[config.mk]
export PLATFORM = sky130hd
export DESIGN_NAME = port_pin_function_control
export DESIGN_NICKNAME = d
export VERILOG_FILES = /design/src/shared/port_pin_function_control_pkg.sv /design/src/port_pin_function_control.sv
export VERILOG_INCLUDE_DIRS = /design/src /design/src/shared
export SDC_FILE = /design/constraint.sdc
export NUM_CORES = 1
export LEC_CHECK = 0
export BUFFER_PORTS_ARGS = -buffer_cell sky130_fd_sc_hd__buf_2
export CELL_PAD_IN_SITES_DETAIL_PLACEMENT = 2
export CELL_PAD_IN_SITES_GLOBAL_PLACEMENT = 2
export CORE_UTILIZATION = 31
export DETAILED_ROUTE_END_ITERATION = 8
export PLACE_DENSITY_LB_ADDON = 0.1
export SYNTH_ARGS = -nofsm -noshare
export SYNTH_HDL_FRONTEND = slang
export SYNTH_SLANG_ARGS = --single-unit
[constraint.sdc]
create_clock -name core_clk -period 4.13 [get_ports core_clk]
set_input_delay 0.826 -clock core_clk [delete_from_list [all_inputs] [get_ports core_clk]]
set_output_delay 0.826 -clock core_clk [all_outputs]
set_load 0.01 [all_outputs]
[src/shared/port_pin_function_control_defines.svh]
// Purpose: constants of the port pin function control block
// Assumes: 32-bit APB, one aligned word per register
// Notes: all offsets are byte addresses
// Contract
// - pb7_func 15:14: 00 gpio, 01 timer7 pwm d, 10 timer8 one-shot d
// - pb6_func 13:12: 00 gpio, 01 timer7 pwm c, 10 timer8 one-shot c
// - pb5_func 11:10: 00 gpio, 01 timer7 pwm b, 10 timer8 one-shot b
// - pb4_func 9:8: 00 gpio, 01 timer7 pwm a, 10 timer8 one-shot a
// - pb3_func bit 6: 0 gpio, 1 timer6 pwm d
// - pb2_func bit 4: 0 gpio, 1 timer6 pwm c
// - pb1_func bit 2: 0 gpio, 1 timer6 pwm b
// - pb0_func bit 0: 0 gpio, 1 timer6 pwm a
// - function bits 7, 5, 3, 1 read zero; software writes zero
// - timer or serial clock pin is inverted when its invert bit is 1
// - invert bits do nothing for gpio or other functions
// - invert bits 15..13 and 11..0 writable; bit 12 reads zero
// - port c gpio pin drives out when direction bit 1, input when 0
// - port c direction bits 4..0 writable; bits 15..5 read zero
// - port c direction ignored when pin function is not gpio
// - invert and direction clear on power-on reset and hardware standby
// - invert and direction keep contents in sleep and software standby
// - low function register clears likewise and is kept in sleep
`ifndef PORT_PIN_FUNCTION_CONTROL_DEFINES_SVH
`define PORT_PIN_FUNCTION_CONTROL_DEFINES_SVH
`define OFS_LOW_FUNC 12'h000
`define OFS_INVERT 12'h004
`define OFS_PC_DIR 12'h008
`define LOW_FUNC_WMASK 16'hFF55
`define INVERT_WMASK 16'hEFFF
`define PC_DIR_WMASK 16'h001F
`define REG_RESET 16'h0000
`define FUNC2_GPIO 2'h0
`define FUNC2_PWM 2'h1
`define FUNC2_ONESHOT 2'h2
`define PB7_FUNC_LSB 14
`define PB6_FUNC_LSB 12
`define PB5_FUNC_LSB 10
`define PB4_FUNC_LSB 8
`define PB3_FUNC_BIT 6
`define PB2_FUNC_BIT 4
`define PB1_FUNC_BIT 2
`define PB0_FUNC_BIT 0
`define INVERT_RO_BIT 12
`endif

[src/shared/port_pin_function_control_pkg.sv]
// Purpose: types of the port pin function control block
// Assumes: APB3 signalling, no pstrb
// Notes: state struct holds every flop of the block
package port_pin_function_control_pkg;
  typedef struct packed {
    logic psel;
    logic penable;
    logic pwrite;
    logic [11:0] paddr;
    logic [31:0] pwdata;
  } apb_req_s;
  typedef struct packed {
    logic [31:0] prdata;
    logic pready;
    logic pslverr;
  } apb_rsp_s;
  typedef struct packed {
    logic [15:0] port_b_low_function_select;
    logic [15:0] port_b_output_invert;
    logic [15:0] port_c_direction;
    logic stby_meta;
    logic stby_s2;
    logic stby_s3;
    logic stby;
    logic [7:0] pb_lo_out;
    logic [7:0] pb_lo_oe;
    logic [7:0] pb_hi_out;
    logic [4:0] pc_out;
    logic [4:0] pc_oe;
    apb_rsp_s rsp;
  } ctl_state_s;
endpackage : port_pin_function_control_pkg

[src/port_pin_function_control.sv]
// Purpose: pin function select, output invert and port c direction
// Assumes: rst_b is the non-watchdog power-on reset; timer inputs on core_clk
// Notes: pin outputs lag their inputs by one clock
`timescale 1ns/1ps
`include "port_pin_function_control_defines.svh"
module port_pin_function_control (
  input wire logic core_clk,
  input wire logic rst_b,
  input port_pin_function_control_pkg::apb_req_s apb_req,
  output port_pin_function_control_pkg::apb_rsp_s apb_rsp,
  input wire logic hw_standby,
  input wire logic [7:0] pb_lo_gpio_out,
  input wire logic [7:0] pb_lo_gpio_dir,
  input wire logic [3:0] timer7_pwm_out,
  input wire logic [3:0] timer8_oneshot_out,
  input wire logic [3:0] timer6_pwm_out,
  input wire logic [7:0] pb_hi_func_out,
  input wire logic [7:0] pb_hi_special,
  input wire logic [4:0] pc_func,
  input wire logic [4:0] pc_gpio_out,
  input wire logic [4:0] pc_periph_out,
  input wire logic [4:0] pc_periph_oe,
  output logic [7:0] pb_lo_pin_out,
  output logic [7:0] pb_lo_pin_oe,
  output logic [7:0] pb_hi_pin_out,
  output logic [4:0] pc_pin_out,
  output logic [4:0] pc_pin_oe
);
  import port_pin_function_control_pkg::*;

  ctl_state_s st;
  ctl_state_s next_st;

  always_comb begin
    logic access;
    logic [15:0] rd;
    logic unmapped;
    logic [1:0] code;
    logic [15:0] inv;
    access = 1'b0;
    rd = 16'h0000;
    unmapped = 1'b0;
    code = 2'h0;
    inv = st.port_b_output_invert;
    next_st = st;
    // standby pin is asynchronous; the first stage feeds only the second
    next_st.stby_meta = hw_standby;
    next_st.stby_s2 = st.stby_meta;
    next_st.stby_s3 = st.stby_s2;
    if (st.stby_s2 == st.stby_s3) begin
      next_st.stby = st.stby_s3;
    end
    // apb: ready one cycle into the access phase, so each access takes 3 cycles
    access = apb_req.psel & apb_req.penable & ~st.rsp.pready;
    case (apb_req.paddr)
      `OFS_LOW_FUNC: rd = st.port_b_low_function_select;
      `OFS_INVERT: rd = st.port_b_output_invert;
      `OFS_PC_DIR: rd = st.port_c_direction;
      default: unmapped = 1'b1;
    endcase
    next_st.rsp.pready = access;
    next_st.rsp.pslverr = access & unmapped;
    next_st.rsp.prdata = 32'h0000_0000;
    if (access & ~apb_req.pwrite) begin
      next_st.rsp.prdata = {16'h0000, rd};
    end
    if (access & apb_req.pwrite) begin
      case (apb_req.paddr)
        `OFS_LOW_FUNC: begin
          // read-only bits are masked so they always read back zero
          next_st.port_b_low_function_select =
            apb_req.pwdata[15:0] & `LOW_FUNC_WMASK;
        end
        `OFS_INVERT: begin
          next_st.port_b_output_invert =
            apb_req.pwdata[15:0] & `INVERT_WMASK;
        end
        `OFS_PC_DIR: begin
          next_st.port_c_direction =
            apb_req.pwdata[15:0] & `PC_DIR_WMASK;
        end
        default: begin
        end
      endcase
    end
    // standby clears; sleep and software standby have no input, so all is kept
    if (st.stby) begin
      next_st.port_b_low_function_select = `REG_RESET;
      next_st.port_b_output_invert = `REG_RESET;
      next_st.port_c_direction = `REG_RESET;
    end
    // wide fields of pins 7..4
    for (int i = 0; i < 4; i++) begin
      code = st.port_b_low_function_select[`PB4_FUNC_LSB + 2 * i +: 2];
      case (code)
        `FUNC2_PWM: begin
          next_st.pb_lo_out[4 + i] = timer7_pwm_out[i] ^ inv[4 + i];
          next_st.pb_lo_oe[4 + i] = 1'b1;
        end
        `FUNC2_ONESHOT: begin
          next_st.pb_lo_out[4 + i] = timer8_oneshot_out[i] ^ inv[4 + i];
          next_st.pb_lo_oe[4 + i] = 1'b1;
        end
        default: begin
          // gpio and the reserved code alike: no timer output reaches the pin
          next_st.pb_lo_out[4 + i] = pb_lo_gpio_out[4 + i];
          next_st.pb_lo_oe[4 + i] = pb_lo_gpio_dir[4 + i];
        end
      endcase
    end
    // single-bit fields of pins 3..0 sit on even bits
    for (int i = 0; i < 4; i++) begin
      if (st.port_b_low_function_select[`PB0_FUNC_BIT + 2 * i]) begin
        next_st.pb_lo_out[i] = timer6_pwm_out[i] ^ inv[i];
        next_st.pb_lo_oe[i] = 1'b1;
      end else begin
        next_st.pb_lo_out[i] = pb_lo_gpio_out[i];
        next_st.pb_lo_oe[i] = pb_lo_gpio_dir[i];
      end
    end
    // upper pins: function chosen elsewhere, only the inversion lives here
    for (int i = 0; i < 8; i++) begin
      if (pb_hi_special[i]) begin
        next_st.pb_hi_out[i] = pb_hi_func_out[i] ^ inv[8 + i];
      end else begin
        next_st.pb_hi_out[i] = pb_hi_func_out[i];
      end
    end
    for (int i = 0; i < 5; i++) begin
      if (pc_func[i]) begin
        next_st.pc_out[i] = pc_periph_out[i];
        next_st.pc_oe[i] = pc_periph_oe[i];
      end else begin
        next_st.pc_out[i] = pc_gpio_out[i];
        next_st.pc_oe[i] = st.port_c_direction[i];
      end
    end
  end

  always_ff @(posedge core_clk or negedge rst_b) begin
    if (!rst_b) begin
      st <= '0;
    end else begin
      st <= next_st;
    end
  end

  assign apb_rsp = st.rsp;
  assign pb_lo_pin_out = st.pb_lo_out;
  assign pb_lo_pin_oe = st.pb_lo_oe;
  assign pb_hi_pin_out = st.pb_hi_out;
  assign pc_pin_out = st.pc_out;
  assign pc_pin_oe = st.pc_oe;

  // register image seen by the checks below; bit 12 is always zero
  logic [15:0] inv_q;
  assign inv_q = st.port_b_output_invert;
endmodule : port_pin_function_control

==> results of run 1 <==
path summary, 6_finish.rpt:
check	endpoint	slack [ns]	cells past startpoint
max reg2reg	apb_rsp[14]	1.96	4
max in group asynchronous	pc_pin_out[4]	2.94	2
min reg2reg	next_st[69]	0.35	0
max	apb_rsp[14]	1.46	5
min	next_st[69]	0.35	0
min in group asynchronous	pb_hi_pin_out[4]	0.37	1
layout make-up:
class	count	area (um2)
Clock buffer	13	260.3
Clock inverter	3	40.04
Fill cell	1432	8239
Inverter	5	18.77
Multi-Input combinational cell	200	1421
Sequential cell	88	2202
Tap cell	176	220.2
Timing Repair Buffer	154	788.3
Yosys cell counts (all sizes together):
master  number
or4          4
inv          5
or4bb        1
nand2b       4
mux2        10
nand2       13
a21oi        7
conb         1
a22oi        2
clkbuf       5
o21ai        4
nor2b        2
or4b         2
or2          6
dfrtp       88
xor2         4
mux2i       47
and3         2
xnor2       11
ha           4
nor4         3
nor3         2
nand4b       1
nor2        53
a21boi       1
buf         76
maj3         1
logic make-up (layout without fill, tap and decap cells):
| logic type | after synthesis | count (layout) | synth area share |
|---|---|---|---|
| buf+inv | 86 | 175 | 0.1467 |
| compound gates | 14 | 14 | 0.01860 |
| fa+ha+maj | 5 | 5 | 0.01440 |
| other cells | 1 | 16 | 0.0008992 |
| simple gates | 93 | 93 | 0.1200 |
| flops | 88 | 88 | 0.5281 |
| xor+xnor | 15 | 15 | 0.03150 |
| mux | 57 | 57 | 0.1398 |
flip-flops by register name, summed over array words and instances, names as in the netlist:
name	cells
st	19
pc_pin_out	5
inv_q	15
apb_rsp	18
pb_hi_pin_out	8
pb_lo_pin_oe	8
pc_pin_oe	5
next_st	2
pb_lo_pin_out	8
worst reg2reg max path: stages, from the launching register on:
cell and delay, ns:
dfrtp_1 0.40, or4bb_1 0.50, or4_4 0.50, or2_1 0.49
nor3_4 0.20
power by group through the flow:
stage	Clock (mW)	Combinational, mW	Sequential, mW
floorplan	0	0.0994	0.904
global placement	0	0.157	0.906
detailed placement	0	0.161	0.907
CTS	0.858	0.162	0.891
global route	0.897	0.175	0.892
finish	0.830	0.157	0.890
layer usage:
layer / global-route usage / share of wire
met1: 0.1782 / 0.40
met2: 0.2739 / 0.53
met3: 0.03828 / 0.053
met4: 0.06731 / 0.018
met5: 0 / 0.0013
per-stage QoR:
stage	hold slack (ns)	setup slack (ns)	cell area [um2]	total power, mW
3_3_place_gp	0.3337	1.100	4651	1.063
3_5_place_dp	0.3419	1.094	4651	1.067
4_1_cts	0.3577	1.450	4951	1.910
5_1_grt	0.3659	1.407	4951	1.964
2_1_floorplan	0.3312	1.486	4227	1.004
6_report	0.3535	1.461	4951	1.876
==> run_results.csv, run 1 <==
group,metric,value,unit
sta,slew_viol_final,0,
power,swShare,0.2258,
logic_synthesis,yosysTopAreaCell,"dfrtp_1",
critical_path,crit_buf_inv,1,
sta,fmax,374.6,MHz
critical_path,start_kind,"input pin",
layout,final_cells,639,
logic_synthesis,synth_cells,359,
layout,final_cell_mix,"147 x buf_2, 88 x dfrtp_1, 47 x mux2i_1",
route,drt_first_pass_iters,4,
critical_path,cp_cell_sequence,"buf_2 -> or4_1 -> or4_4 -> or2_1 -> nor3_4",
die,dieArea,13920,um2
layout,final_common_cell,"buf_2",
sta,setup_violations,0,
die,rows,42,
critical_path,critical_path_class,"in2reg",
grt,grt_pass1_wl,16.32,mm
logic_synthesis,yosysWarnings,0,
die,die_h,118.0,um
power,p_leak,2.442,nW
power,powerDensity,379.0,nW/um2
critical_path,critPathMaxStageDelay,0.69,ns
power,max-vdd-ir-drop,0.1429,mV
layout,layout-drive-gt1-share,0.4298,
logic_synthesis,netlist_area,4170,um2
status,status,"completed",
critical_path,rr_startpoint,"apb_rsp[1]",
route,drc,0,
critical_path,cp.required,4.38,ns
grt,grt_pass1_vias,3140,
critical_path,path_delay_family,"simple AND/OR/NAND/NOR gates",
layout,final_core_util,0.3754,
placement,port_buffers,148,
route,totalWireLength,9.961,mm
cts,cts_buffers,9,
route,initialDrtViolationCount,86,
logic_synthesis,synth_seq_cells,88,
logic_synthesis,syn_area_per_cell,11.62,um2
cts,htree_levels,3,
route,antenna_left,0,
route,viasPerCell,4.351,
grt,grt_max_degree,42,
layout,antenna_cells,0,
sta,max_slew.worst_pin.slew,0.6536,ns
critical_path,crit_path_top_delay_cell,"or4_1",
power,seqPwrFrac,0.474,
critical_path,worst-path-max-fanout,9,
cts,ctsResizeCount,0,
critical_path,critPathArrivalTime,2.92,ns
cts,cts_root_buf,"clkbuf_16",
route,avgRoutedWirePerCell,15.59,um
power,comb_power_share,0.083,
cts,clk_latency,0.34,ns
min_path,hp-start,"next_st[70]",
cts,cts_setup_buffers,0,
sta,fin_worst_skew,0.007769,ns
placement,placed_cells,623,
cts,cts_hold_buf,0,
logic_synthesis,synth_top_area_share,0.5281,
die,io_pins,182,
sta,min_period_over_period,0.6463,
grt,grt.total_usage,0.1556,
sta,setup_tns,0,ns
flow_run,max_cap_violations,0,
cts,clock_sinks,88,
layout,final_nets,576,
power,clockPowerShare,0.442,
cts,clk_pin_slew_worst_paths,0.06,ns
placement,place.gp.congestion,0.7257,
sta,hold_viol,0,
critical_path,cp-end-kind,"register",
power,p_int,1.453,mW
min_path,hp-class,"reg2reg",
die,fp.dieW,118.0,um
die,start_util,0.3162,
sta,rsz0062_at_grt,"no",
cts,cts_tree,"yes",
logic_synthesis,ys_seq_area_frac,0.5281,
critical_path,crit_start,"apb_req[41]",
sta,min_period,2.669,ns
sta,slew_headroom,0.5643,
layout,area_growth,18.72,%
cts,clockBufferDepth,2,
die,core,13190,um2
route,vias,2780,
logic_synthesis,synthTopCellsByArea,"dfrtp_1 53%, buf_4 12%, mux2i_1 11%",
power,netSwitchingPower,423.6,uW
grt,grt-ovfl-total,0,
grt,grt_antenna_before_repair,1,
logic_synthesis,ys_types,35,
placement,dp_hpwl,7.323,mm
Note: power is estimated with default switching activity, not from simulation.
==> run 2: changes to the inputs <==
--- a/config.mk
+++ b/config.mk
@@ -6,10 +6,11 @@
 export SDC_FILE = /design/constraint.sdc
 export NUM_CORES = 1
 export LEC_CHECK = 0
+export ABC_AREA = 1
 export BUFFER_PORTS_ARGS = -buffer_cell sky130_fd_sc_hd__buf_2
 export CELL_PAD_IN_SITES_DETAIL_PLACEMENT = 2
 export CELL_PAD_IN_SITES_GLOBAL_PLACEMENT = 2
-export CORE_UTILIZATION = 31
+export CORE_UTILIZATION = 25
 export DETAILED_ROUTE_END_ITERATION = 8
 export PLACE_DENSITY_LB_ADDON = 0.1
 export SYNTH_ARGS = -nofsm -noshare
==> constraint.sdc (replaced) <==
create_clock -name core_clk -period 2.4 [get_ports core_clk]
set_input_delay 0.48 -clock core_clk [delete_from_list [all_inputs] [get_ports core_clk]]
set_output_delay 0.48 -clock core_clk [all_outputs]
set_load 0.01 [all_outputs]
==> run 2 against run 1 <==
Effect of this change: total power increased by 66%; synthesized cell count increased by 26%; hold slack got worse by 0.27 ns; highest routed layer is now met4; combinational power increased by 91%; largest cell class unchanged; core utilization decreased by 7.0 points.
==> run_results.csv, run 2 <==
group,metric,value,unit
status,status,"completed",
logic_synthesis,syn_area_per_cell,9.380,um2
route,viasPerCell,4.188,
cts,cts_tree,"yes",
route,antenna_left,0,
cts,cts_buffers,9,
logic_synthesis,ys_types,27,
grt,grt-ovfl-total,0,
cts,clk_latency,0.34,ns
layout,area_growth,19.02,%
cts,cts_root_buf,"clkbuf_16",
logic_synthesis,synthArstFlopShare,1.000,
logic_synthesis,netlist_area,4249,um2
grt,grt.total_usage,0.1413,
die,dieArea,17520,um2
layout,final_common_cell,"buf_2",
logic_synthesis,synth_top_area_share,0.5183,
critical_path,reg2reg_slack,0.63,ns
power,p_leak,2.565,nW
die,rows,47,
placement,place.gp.congestion,0.6709,
cts,htree_levels,3,
die,io_pins,182,
cts,clk_pin_slew_worst_paths,0.06,ns
critical_path,critical_path_class,"reg2reg",
logic_synthesis,synth-main-ff-cell,"dfrtp_1",
power,powerDensity,614.6,nW/um2
critical_path,rr_endpoint,"st[110]",
logic_synthesis,synth_commonest_cells,"88 x dfrtp_1, 70 x buf_4, 61 x nand3_1",
sta,fin_worst_skew,0.005731,ns
layout,final_nets,669,
critical_path,worst-path-max-fanout,24,
layout,final_cell_mix,"147 x buf_2, 88 x dfrtp_1, 61 x nand3_1",
sta,fin_ws,0.6272,ns
grt,use_met3,0.03076,
layout,antenna_cells,0,
layout,layout-drive-gt1-share,0.3532,
cts,ctsResizeCount,0,
die,start_util,0.2562,
critical_path,r2r_cells,6,
cts,clockBufferDepth,2,
sta,fmax,564.1,MHz
route,avgRoutedWirePerCell,14.88,um
sta,slew_headroom,0.4123,
grt,grt_pass1_wl,18.98,mm
sta,min_period_over_period,0.7387,
sta,slew_viol_final,0,
sta,hold_viol,0,
cts,cts_setup_buffers,0,
placement,port_buffers,148,
critical_path,cp-end-kind,"register",
sta,setup_tns,0,ns
grt,grt.busiest_layer,"met2",
critical_path,cp.required,2.60,ns
route,totalWireLength,11.53,mm
layout,largest_reg_flops,19,
logic_synthesis,synthTopCellsByArea,"dfrtp_1 52%, buf_4 12%, nand3_1 7.2%",
grt,grt_antenna_before_repair,1,
route,initialDrtViolationCount,82,
logic_synthesis,synth_cells,453,
grt,use_met1,0.1678,
sta,min_period,1.773,ns
grt,grt_max_degree,49,
sta,setup_violations,0,
route,vias,3246,
sta,max_slew.worst_pin.slew,0.8816,ns
grt,grtUsageMet2,0.2456,
logic_synthesis,yosysTopAreaCell,"dfrtp_1",
layout,top_register,"st",
critical_path,start_kind,"register",
grt,grt_pass1_vias,3683,
die,fp.dieW,132.4,um
min_path,hp-class,"in2async",
critical_path,rr_startpoint,"apb_rsp[1]",
critical_path,critPathArrivalTime,1.97,ns
sta,rsz0062_at_grt,"no",
logic_synthesis,yosysWarnings,0,
critical_path,crit_start,"apb_rsp[1]",
placement,dp_hpwl,8.496,mm
power,max-vdd-ir-drop,0.3182,mV
die,core,16580,um2
die,die_h,132.4,um
critical_path,endpoint,"st[110]",
logic_synthesis,ys_seq_area_frac,0.5183,
logic_synthesis,synth_enable_flop_cells,0,
flow_run,max_cap_violations,0,
route,drc,0,
route,drt_first_pass_iters,4,
cts,cts_hold_buf,0,
cts,clock_sinks,88,
placement,pre_cts_slack,0.4369,ns
logic_synthesis,yosysMostFrequentCell,"dfrtp_1",
layout,nFillCells,1949,
logic_synthesis,synth_seq_cells,88,
==> run 2: power breakdown <==
part	total [mW]	internal [mW]	switching, mW
registers	1.54	1.52	0.0119
clock network	1.27	0.691	0.580
logic	0.300	0.123	0.178
total	3.11	2.34	0.770
==> run 2: worst max-delay path: stages, from the launching register on <==
cell	delay [ns]
dfrtp_1	0.37
inv_1	0.05
nand3_1	0.14
nor2_2	0.25
nand3_2	0.49
nand3_1	0.21
o21ai_0	0.11
==> run 2: how the worst min path moves through the flow <==
stage | slack, ns | end | depth (start not counted)
after floorplan | 0.18 | apb_rsp[0] | 0
after global placement | 0.34 | next_st[69] | 0
after detailed placement | 0.35 | next_st[69] | 0
after CTS | 0.1 | pb_lo_pin_out[2] | 1
after global routing | 0.12 | apb_rsp[0] | 1
final | 0.09 | pc_pin_oe[0] | 1
==> run 2: kinds of logic after synthesis <==
| logic type | after synthesis | share of synthesized area |
|---|---|---|
| and+or+nand+nor | 166 | 0.1793 |
| buffers and inverters | 126 | 0.1793 |
| DFF | 88 | 0.5183 |
| AOI/OAI and AO/OA | 43 | 0.05330 |
| xor gates and xnor gates | 15 | 0.03092 |
| muxes | 9 | 0.02385 |
| adders and majority gates | 5 | 0.01413 |
| other | 1 | 0.0008825 |
==> run 2: layout make-up <==
class                           instances  area (um2)  area share
Inverter                               41       153.9     0.03043
Timing Repair Buffer                  157       823.3      0.1628
Sequential cell                        88        2202      0.4354
Multi-Input combinational cell        254        1348      0.2665
Tap cell                              220       275.3     0.05443
Clock buffer                           11       232.7     0.04602
Clock inverter                          4       22.52    0.004453
==> run 2: metal layers <==
| layer | vias to the layer above | routed length (um) |
|---|---|---|
| li1 | 1547 | - |
| met1 | 1593 | 4887 |
| met2 | 95 | 5872 |
| met3 | 11 | 573 |
| met4 | 0 | 200 |
| met5 | - | 0 |
==> run 2: stage by stage <==
stage               instance area (um2)  power (mW)  cells  hold slack (ns)    util
global route                       5057       3.264    775           0.1206  0.3050
finish                             5057       3.108    775          0.08647  0.3050
detailed placement                 4802       1.874    760           0.3484  0.2896
floorplan                          4305       1.754    468           0.1844       -
global placement                   4802       1.864    760           0.3390  0.2896
CTS                                5057       3.181    775          0.09573  0.3050
